## config.mk

```make
export PLATFORM = sky130hd
export DESIGN_NAME = ipdc_top
export DESIGN_NICKNAME = d
export VERILOG_FILES = /design/src/rtl/ipdc_pkg.sv /design/src/rtl/ipdc_top.sv
export SDC_FILE = /design/constraint.sdc
export NUM_CORES = 1
export LEC_CHECK = 0
export BUFFER_PORTS_ARGS = -buffer_cell sky130_fd_sc_hd__buf_2
export CORE_MARGIN = 5
export CORE_UTILIZATION = 40
export CTS_CLUSTER_SIZE = 14
export DETAILED_ROUTE_END_ITERATION = 7
export SLEW_MARGIN = 5
export SYNTH_ARGS = -nofsm -noshare
export SYNTH_HDL_FRONTEND = slang
export SYNTH_SLANG_ARGS = --single-unit
```

## constraint.sdc

```tcl
create_clock -name clk -period 2.1 [get_ports clk]
set_input_delay 0 -clock clk [delete_from_list [all_inputs] [get_ports clk]]
set_output_delay 0 -clock clk [all_outputs]
set_load 0.02 [all_outputs]
```

## src/rtl/ipdc_pkg.sv

```systemverilog
// constants and types shared by the idle and power-down controller
package ipdc_pkg;
    // core clock
    localparam int CLK_PERIOD_NS     = 40;
    // clocks per machine cycle of the core
    localparam int MACH_CYCLE_CLKS   = 12;
    // machine cycles the core may run on after a reset ends idle
    localparam int GRACE_MACH_CYCLES = 2;
    // self-timed wake delay from the falling edge of a wake pin
    localparam int WAKE_DELAY_NS     = 2000000;
    localparam int WAKE_DELAY_CYC    = WAKE_DELAY_NS / CLK_PERIOD_NS;
    // spacing software keeps before asking for power-down again
    localparam int REENTRY_NS        = 4000;
    localparam int REENTRY_CYC       = REENTRY_NS / CLK_PERIOD_NS;
    localparam int CNT_W             = 16;
    // reset values
    localparam logic REQ_RST         = 1'b0;
    localparam logic STROBE_RST      = 1'b1;

    typedef enum logic [2:0] {
        IPDC_RUN,
        IPDC_IDLE,
        IPDC_GRACE,
        IPDC_PDOWN,
        IPDC_WAKE,
        IPDC_RESET
    } ipdc_state_t;
endpackage

```

## src/rtl/ipdc_top.sv

```systemverilog
// idle and power-down mode sequencer for an 8-bit core
//
// Behaviour
// an idle request halts the cpu while every peripheral keeps running.
// while idle, ram and special function registers stay unchanged.
// any enabled interrupt or a hardware reset ends idle.
// reset ending idle lets the core run two machine cycles, ram blocked.
// software makes no port or external write right after entering idle.
// strobes 1 in idle, 0 in power-down; port 0 floats, port 2 addresses (port2_addr_sel is set in idle only, never in power-down).
// power-down stops the oscillator after the requesting instruction.
// ram and special function registers keep their values in power-down.
// only a hardware reset or an enabled external pin ends power-down.
// reset from power-down clears special function registers, not ram.
// the reset source waits for good supply and holds through settling.
// a waking source holds its pin low for the oscillator start-up time.
// with timing select set, wake on rising edge, else a delay after fall.
// software waits the minimum time before re-entering power-down.
// one bit requests idle, one power-down, each at its instruction end.
// an exit by interrupt clears the mode request bit.
`timescale 1ns/1ps
module ipdc_top
    import ipdc_pkg::*;
#(
    parameter int MACH_CLKS  = ipdc_pkg::MACH_CYCLE_CLKS,
    parameter int WAKE_DELAY = ipdc_pkg::WAKE_DELAY_CYC
) (
    // clock and reset
    input  wire logic clk,
    input  wire logic rst_n,
    // from the cpu
    input  wire logic idle_req_wr,
    input  wire logic pd_req_wr,
    input  wire logic instr_end,
    input  wire logic irq_any,
    input  wire logic ext_int_en_a,
    input  wire logic ext_int_en_b,
    input  wire logic wake_timing_select,
    input  wire logic ext_prog_mem,
    input  wire logic cpu_ale,
    input  wire logic cpu_prog_strobe,
    // pins
    input  wire logic ext_wake_pin_a,
    input  wire logic ext_wake_pin_b,
    input  wire logic hw_reset_pin,
    // control of the core
    output logic      cpu_halt,
    output logic      osc_stop,
    output logic      ram_block,
    output logic      core_reset,
    output logic      isr_start,
    output logic      idle_bit,
    output logic      pd_bit,
    // pin control
    output logic      ale_out,
    output logic      program_store_strobe,
    output logic      port0_float,
    output logic      port2_addr_sel
);
    import ipdc_pkg::*;

    localparam int GRACE = GRACE_MACH_CYCLES * MACH_CLKS;

    logic [2:0]       sync1_reg, sync2_reg;
    logic             pin_a_s, pin_b_s, hw_rst_s;
    ipdc_state_t      state_reg, state_next;
    logic [CNT_W-1:0] cnt_reg, cnt_next;
    logic             idle_reg, idle_next, pd_reg, pd_next;
    logic             halt_next, osc_next, ramb_next, crst_next, isr_next;
    logic             ale_next, pss_next, p0f_next, p2a_next;
    logic             wake_low, idle_eff, pd_eff, pins_high;

    // pins cross from outside the clock domain
    always_ff @(posedge clk) begin
        if (!rst_n) begin
            sync1_reg <= 3'h0;
            sync2_reg <= 3'h0;
        end else begin
            sync1_reg <= {hw_reset_pin, ext_wake_pin_b, ext_wake_pin_a};
            sync2_reg <= sync1_reg;
        end
    end
    assign pin_a_s   = sync2_reg[0];
    assign pin_b_s   = sync2_reg[1];
    assign hw_rst_s  = sync2_reg[2];
    assign wake_low  = (ext_int_en_a && !pin_a_s) || (ext_int_en_b && !pin_b_s);
    assign pins_high = !((ext_int_en_a && !pin_a_s) ||
                         (ext_int_en_b && !pin_b_s));
    // a request written by the ending instruction counts at once
    assign idle_eff  = idle_reg || idle_req_wr;
    assign pd_eff    = pd_reg || pd_req_wr;

    always_comb begin
        state_next = state_reg;
        cnt_next   = cnt_reg;
        idle_next  = idle_eff;
        pd_next    = pd_eff;
        isr_next   = 1'b0;
        case (state_reg)
            IPDC_RUN: begin
                if (hw_rst_s) begin
                    state_next = IPDC_RESET;
                end else if (instr_end && pd_eff) begin
                    state_next = IPDC_PDOWN;
                end else if (instr_end && idle_eff) begin
                    state_next = IPDC_IDLE;
                end
            end
            IPDC_IDLE: begin
                if (hw_rst_s) begin
                    state_next = IPDC_GRACE;
                    cnt_next   = '0;
                end else if (irq_any) begin
                    state_next = IPDC_RUN;
                    idle_next  = 1'b0;
                end
            end
            IPDC_GRACE: begin
                // the core runs on briefly; ram writes are held off
                if (cnt_reg == CNT_W'(GRACE - 1)) begin
                    state_next = IPDC_RESET;
                end else begin
                    cnt_next = cnt_reg + CNT_W'(1);
                end
            end
            IPDC_PDOWN: begin
                if (hw_rst_s) begin
                    state_next = IPDC_RESET;
                    // bits read as reset from the first reset cycle on
                    idle_next  = REQ_RST;
                    pd_next    = REQ_RST;
                end else if (wake_low) begin
                    state_next = IPDC_WAKE;
                    cnt_next   = '0;
                end
            end
            IPDC_WAKE: begin
                if (hw_rst_s) begin
                    state_next = IPDC_RESET;
                end else if (wake_timing_select ? pins_high
                        : (cnt_reg == CNT_W'(WAKE_DELAY - 1))) begin
                    state_next = IPDC_RUN;
                    isr_next   = 1'b1;
                    pd_next    = 1'b0;
                end else if (!wake_timing_select) begin
                    cnt_next = cnt_reg + CNT_W'(1);
                end
            end
            IPDC_RESET: begin
                // reset reinitialises the control bits, ram is not touched
                idle_next = REQ_RST;
                pd_next   = REQ_RST;
                if (!hw_rst_s) begin
                    state_next = IPDC_RUN;
                end
            end
            default: begin
                state_next = IPDC_RUN;
            end
        endcase
    end

    // pin and core controls follow the next state
    always_comb begin
        halt_next = 1'b0;
        osc_next  = 1'b0;
        ramb_next = 1'b0;
        crst_next = 1'b0;
        ale_next  = cpu_ale;
        pss_next  = cpu_prog_strobe;
        p0f_next  = 1'b0;
        p2a_next  = 1'b0;
        case (state_next)
            IPDC_IDLE: begin
                halt_next = 1'b1;
                ale_next  = 1'b1;
                pss_next  = 1'b1;
                p0f_next  = ext_prog_mem;
                p2a_next  = ext_prog_mem;
            end
            IPDC_GRACE: begin
                ramb_next = 1'b1;
            end
            IPDC_PDOWN, IPDC_WAKE: begin
                // wake state keeps pins parked until the routine starts
                halt_next = 1'b1;
                osc_next  = (state_next == IPDC_PDOWN);
                ramb_next = 1'b1;
                ale_next  = 1'b0;
                pss_next  = 1'b0;
                p0f_next  = ext_prog_mem;
            end
            IPDC_RESET: begin
                crst_next = 1'b1;
                ramb_next = 1'b1;
            end
            default: begin
                halt_next = 1'b0;
            end
        endcase
    end

    always_ff @(posedge clk) begin
        if (!rst_n) begin
            state_reg            <= IPDC_RUN;
            cnt_reg              <= '0;
            idle_reg             <= REQ_RST;
            pd_reg               <= REQ_RST;
            cpu_halt             <= 1'b0;
            osc_stop             <= 1'b0;
            ram_block            <= 1'b0;
            core_reset           <= 1'b0;
            isr_start            <= 1'b0;
            ale_out              <= STROBE_RST;
            program_store_strobe <= STROBE_RST;
            port0_float          <= 1'b0;
            port2_addr_sel       <= 1'b0;
        end else begin
            state_reg            <= state_next;
            cnt_reg              <= cnt_next;
            idle_reg             <= idle_next;
            pd_reg               <= pd_next;
            cpu_halt             <= halt_next;
            osc_stop             <= osc_next;
            ram_block            <= ramb_next;
            core_reset           <= crst_next;
            isr_start            <= isr_next;
            ale_out              <= ale_next;
            program_store_strobe <= pss_next;
            port0_float          <= p0f_next;
            port2_addr_sel       <= p2a_next;
        end
    end
    assign idle_bit = idle_reg;
    assign pd_bit   = pd_reg;

    a_idle_halt: assert property (@(posedge clk)
        disable iff (!rst_n)
        state_reg == IPDC_IDLE |-> cpu_halt && !osc_stop && !ram_block)
        else $error("idle must halt cpu with clock running");
    a_idle_pins: assert property (@(posedge clk)
        disable iff (!rst_n)
        state_reg == IPDC_IDLE |-> ale_out && program_store_strobe
            && port2_addr_sel == ext_prog_mem)
        else $error("idle strobes not high");
    a_pd_pins: assert property (@(posedge clk)
        disable iff (!rst_n)
        state_reg == IPDC_PDOWN |-> !ale_out && !program_store_strobe
            && osc_stop && ram_block)
        else $error("power-down pins or oscillator wrong");
    a_pd_entry: assert property (@(posedge clk)
        disable iff (!rst_n)
        $rose(osc_stop) |-> $past(instr_end) && $past(pd_eff))
        else $error("power-down entered outside instruction end");
    a_idle_wake: assert property (@(posedge clk)
        disable iff (!rst_n)
        state_reg == IPDC_IDLE && irq_any && !hw_rst_s
            |=> !cpu_halt && !idle_bit)
        else $error("enabled interrupt did not end idle");
    a_grace_len: assert property (@(posedge clk)
        disable iff (!rst_n)
        state_reg == IPDC_IDLE && hw_rst_s
            |=> ram_block && !cpu_halt ##[23:24] core_reset)
        else $error("reset grace after idle wrong");
    a_pd_hold: assert property (@(posedge clk)
        disable iff (!rst_n)
        state_reg == IPDC_PDOWN && !wake_low && !hw_rst_s
            |=> state_reg == IPDC_PDOWN)
        else $error("power-down left without wake source");
    a_pd_reset: assert property (@(posedge clk)
        disable iff (!rst_n)
        state_reg == IPDC_PDOWN && hw_rst_s
            |=> core_reset && ram_block && !pd_bit)
        else $error("reset from power-down wrong");
    a_edge_wake: assert property (@(posedge clk)
        disable iff (!rst_n)
        state_reg == IPDC_WAKE && wake_timing_select && !hw_rst_s
            && pins_high |=> isr_start && !pd_bit && !cpu_halt)
        else $error("rising edge wake did not start routine");
    a_timed_wake: assert property (@(posedge clk)
        disable iff (!rst_n)
        isr_start && !$past(wake_timing_select)
            |-> $past(cnt_reg) == CNT_W'(WAKE_DELAY - 1))
        else $error("timed wake delay wrong");
endmodule // ipdc_top

```

# ---- Word level (Yosys, flattened, before mapping)
# Index checks and enable logic that the tools add are counted.
dict set report op_classes {
  muxes 35
  n_eq_ne 19
  reduce_logical 20
  n_bitwise 2
  n_mul 0
  n_shift 0
  div 0
  n_lt_le_gt_ge 0
  add_sub_neg 1
}
# op n
set op_table {}
lappend op_table {{two-way mux 16 bit} 7}
lappend op_table {{case mux 16 bit (4 select lines)} 1}
lappend op_table {{two-way mux 3 bit} 11}
lappend op_table {{case mux 3 bit (6 select lines)} 1}
lappend op_table {{adder 16 x 1 -> 16 bit (second input constant)} 1}
lappend op_table {{equality test 16 bit (second input constant)} 1}
lappend op_table {{equality test 16 x 5 -> 1 bit (second input constant)} 1}
lappend op_table {{!= test 2 bit (second input constant)} 7}
lappend op_table {{equality test 3 x 2 -> 1 bit (second input constant)} 4}
lappend op_table {{equality test 3 bit (second input constant)} 4}
lappend op_table {{two-way mux 1 bit} 11}
lappend op_table {{AND reduction 8 bit} 1}
lappend op_table {{equality test 3 x 1 -> 1 bit (second input constant)} 2}
lappend op_table {{case mux 1 bit (3 select lines)} 2}
lappend op_table {{AND reduction 2 bit} 3}
lappend op_table {{OR reduction 3 bit} 2}
lappend op_table {{logical AND 1 bit} 4}
lappend op_table {{case mux 1 bit (2 select lines)} 2}
lappend op_table {{nonzero test 4 bit} 1}
lappend op_table {{OR reduction 4 bit} 1}
lappend op_table {{zero test 1 bit} 3}
lappend op_table {{zero test 3 bit} 1}
lappend op_table {{logical OR 1 bit} 3}
lappend op_table {{inverter 1 bit} 2}
lappend op_table {{OR reduction 2 bit} 1}
dict set report totals {
  inputBits 15
  mem_bits_ro 0
  n_memories 0
  regBits 36
  latchBits 0
  wordCells 92
  ram_bits 0
}

# ---- Logic depth before layout (Yosys ltp)
dict set report depth {
  ltp_word 11
  depth_mapped 9
  mapped_depth_nobuf 7
}

# ---- Worst setup path before layout
# Ideal clock, no wire load.
dict set report synth_path {
  path_kind {register to register}
  from {register cnt_reg[0]}
  to {register cnt_reg[15]}
  path_buffers 1
  setup_time_ns 0.070
  arrival_ns 1.778
  setup_slack_ns 0.253
  path_stages_with_launch 9
  cell_sequence {dfxtp_1 > ha_1 > nor4bb_1 > nand4_1 > nor2_1 > a21o_2 > buf_6 > or4_1 > a21oi_1}
}
dict set report synth_between {
  elab_chain_len 5
  word_cells_on_any_way 12
  cone_classes {add/sub: 1; eq/ne: 4; mux: 6; reduce/logical: 1}
}
# element line_no
set synth_rtl {}
lappend synth_rtl {{start, declared} ipdc_top.sv:66} ;# logic [CNT_W-1:0] cnt_reg, cnt_next;
lappend synth_rtl {{start signal, assigned} ipdc_top.sv:219} ;# cnt_reg <= cnt_next;
lappend synth_rtl {{adder 16 x 1 -> 16 bit} {ipdc_top.sv:122, ipdc_top.sv:145}}
lappend synth_rtl {{two-way mux 16 bit} ipdc_top.sv:144} ;# end else if (!wake_timing_select) begin
lappend synth_rtl {{two-way mux 16 bit} ipdc_top.sv:139} ;# end else if (wake_timing_select ? pins_high
lappend synth_rtl {{two-way mux 16 bit} ipdc_top.sv:137} ;# if (hw_rst_s) begin
lappend synth_rtl {{case mux 16 bit (4 select lines)} ipdc_top.sv:98} ;# case (state_reg)
# Several ways; a longest one is shown, not always the timed one. The select of a mux whose other input is x is not followed.
# A chain may end at the register's enable or synchronous reset.

# ---- Worst setup path in the final report
dict set report layout_path {
  from {register cnt_reg[0]}
  to {register cnt_reg[6]}
}
# Same word-level chain as after synthesis.

==> results.json <==
{
  "maxCapViolCount": 0,
  "drtPass1Iterations": 4,
  "irDropWorstVdd_v": 0.000368,
  "max-slew-margin-rel_pct": 73.9,
  "avgViaCountPerCell": 5.68,
  "area_delta_synth_final_pct": 22.0,
  "synth_top_area_share_pct": 39.4,
  "grt_max_degree": 30,
  "insertion_delay_ps": 290,
  "tns_ps": 0,
  "antenna_found_initial": 0,
  "finalInstanceArea_mm2": 0.00223,
  "clk_pin_slew_worst_paths_ps": 80,
  "fin_util_pct": 50.9,
  "worst-slew-pin-transition_ps": 390,
  "r2r_start": "cnt_reg[0]$_SDFFE_PN0P_",
  "diodes": 0,
  "yosysTopAreaCell": "dfxtp_1",
  "setup.worst_path.class": "flip-flop to flip-flop",
  "cts_sinks": 36,
  "cp-end-kind": "flip-flop",
  "grt_pass1_vias": 1581,
  "skew_ps": 10.4,
  "drtAntennaViolNets": 0,
  "crit_fanout": 14,
  "vias": 1727,
  "cts_inserted_buffers": 5,
  "synth_seq_area_share_pct": 39.4,
  "r2r_slack_ps": 170,
  "io_buffers": 25,
  "p_per_area_mw_per_mm2": 757,
  "hold_class": "input port to flip-flop",
  "largest_reg_flops": 16,
  "ios": 26,
  "synth_edf_count": 0,
  "status": "completed",
  "drc": 0,
  "grt_use_total_pct": 14.8,
  "min_period_ps": 1930,
  "synth_async_sr_flop_share_pct": 0,
  "ys_warn_count": 0,
  "std_cell_rows": 24,
  "worstPathRequired_ps": 2320,
  "dp_hpwl_um": 3020,
  "ys_types": 51,
  "place_worst_setup_slack_ps": 76.7,
  "die_w_um": 77.6,
  "initial_utilization_pct": 41.7,
  "grt_first_pass_wirelength_um": 7380,
  "overflow": 0,
  "netlist_instances": 213,
  "finalSetupViolCount": 0,
  "drt_iter0_drc": 72,
  "synth_area_leaders": "dfxtp_1, a21oi_1, o31ai_1, or4_1, nand3_1",
  "cts-root-buf": "clkbuf_8",
  "die_h_um": 77.6,
  "post-route-period-util_pct": 91.9,
  "wl_per_cell_um": 14.4,
  "fin_nets": 267,
  "routabilityCongestion": 0.826,
  "leakagePower_nw": 0.826,
  "wl_um": 4390,
  "ys.flop_type": "dfxtp_1",
  "slew_viol_final": 0,
  "arrival_ps": 2150,
  "htree_levels": 2,
  "ys_ff_latch": 36,
  "layout-drive-gt1-share_pct": 23.4,
  "cts_max_path_buffers": 2,
  "rsz0062_at_grt": "false",
  "fmax_mhz": 518,
  "setup_slack_ps": 170,
  "syn_avg_cell_area_um2": 8.59,
  "core-area_mm2": 0.00438,
  "start_kind": "flip-flop",
  "netlist_area_mm2": 0.00183,
  "crit_start": "cnt_reg[0]$_SDFFE_PN0P_",
  "report.final.hold_viol_count": 0,
  "synth_nets": 229,
  "die_area_mm2": 0.00603,
  "hold_path.startpoint": "idle_req_wr",
  "dpl_cell_area_mm2": 0.00202,
  "cts_tree": "built"
}
through the flow:
stage               std cells  hold WS (ps)  power [W]
CTS                       302          27.9    0.00169
global placement          288           209    0.00109
detailed placement        288           213    0.00109
finish                    304          27.0    0.00169
floorplan                 213           127   0.000981
global route              304          30.0    0.00179
synth_stat cells, drive strengths merged, types with 4 or more instances:
cell type	n
dfxtp	36
o21ai	9
and3	5
buf	10
nor3	4
nor2b	4
o31ai	10
and2	7
nand3	10
nor2	12
a21oi	25
nand2	12
inv	11
nand4	6
or4	10
layout make-up:
type,instances,area [um^2]
multi-input combinational,156,1020
tap,52,65.1
clock inverter,2,35.0
sequential,36,722
timing repair buffer,41,273
fill,425,2150
clock buffer,6,72.6
inverter,11,41.3
kinds of logic (layout without fill, tap and decap cells):
kind of cell | Yosys count | after routing | share of synthesized area [%]
AOI/OAI and AO/OA | 62 | 63 | 21.9
adders and majority gates | 1 | 1 | 0.684
buffers and inverters | 22 | 60 | 6.50
DFF | 36 | 36 | 39.4
and+or+nand+nor | 92 | 92 | 31.5
worst max-delay path, stage by stage (launching register included):
cell and delay, ps:
dfxtp_1 340, ha_2 210, nor4bb_2 170, nand4_1 160
nor2_2 80, a21o_4 240, or4b_1 500, a21oi_1 140
report_power, final:
part           leakage (nW)  switching (W)  internal, W  total [W]
combinational         0.477       0.000199     0.000141   0.000340
clock                0.0552       0.000246     0.000352   0.000599
sequential            0.294      0.0000277     0.000724   0.000751
cells in the final DEF, fill, tap and decap left out, types with 2 or more instances in the layout:
| cell | netlist | final |
|---|---|---|
| a21o_4 | 0 | 2 |
| or4_1 | 10 | 10 |
| o21ai_0 | 8 | 7 |
| o221ai_1 | 3 | 3 |
| nand2_1 | 11 | 11 |
| nand3_1 | 10 | 10 |
| or3_1 | 2 | 2 |
| clkbuf_8 | 0 | 5 |
| nor2b_1 | 3 | 3 |
| a21oi_2 | 2 | 2 |
| a31oi_1 | 2 | 2 |
| o211ai_1 | 2 | 2 |
| inv_1 | 11 | 11 |
| o41ai_1 | 3 | 3 |
| and3_1 | 5 | 5 |
| dlygate4sd3_1 | 0 | 6 |
| or4b_1 | 2 | 2 |
| nor3_2 | 2 | 2 |
| nor4_1 | 2 | 2 |
| dfxtp_1 | 36 | 35 |
| nand3b_1 | 2 | 2 |
| buf_4 | 1 | 9 |
| nor2_1 | 12 | 11 |
| buf_2 | 5 | 25 |
| o21ai_1 | 1 | 2 |
| a21oi_1 | 23 | 23 |
| nand4_1 | 6 | 6 |
| and4_1 | 3 | 3 |
| or2_2 | 2 | 2 |
| and2_1 | 7 | 7 |
| nor3_1 | 2 | 2 |
| o21a_1 | 2 | 2 |
| o31ai_1 | 10 | 10 |
routing by layer:
| metal | global-route usage (%) | part of all wire, % | up-vias |
|---|---|---|---|
| li1 | - | - | 882 |
| met1 | 19.3 | 49 | 815 |
| met2 | 23.2 | 45 | 23 |
| met3 | 4.63 | 4.1 | 7 |
| met4 | 4.98 | 1.6 | 0 |
| met5 | 0 | 0 | - |
final timing paths:
check / endpoint / cells past startpoint
worst min register to register: sync2_reg[2]$_SDFF_PN0_ / 1
worst max-delay path: cnt_reg[6]$_SDFFE_PN0P_ / 7
worst max register to register: cnt_reg[6]$_SDFFE_PN0P_ / 7
worst min-delay path: idle_bit$_SDFF_PN0_ / 3
repair_timing:
item                       in CTS  in global routing
hold buffers                    6                  0
setup endpoints to repair       0                 20
resized for setup               0                  7
hold endpoints to repair        7                  0
buffers inserted                0                  1
Note: power is estimated with default switching activity, not from simulation.
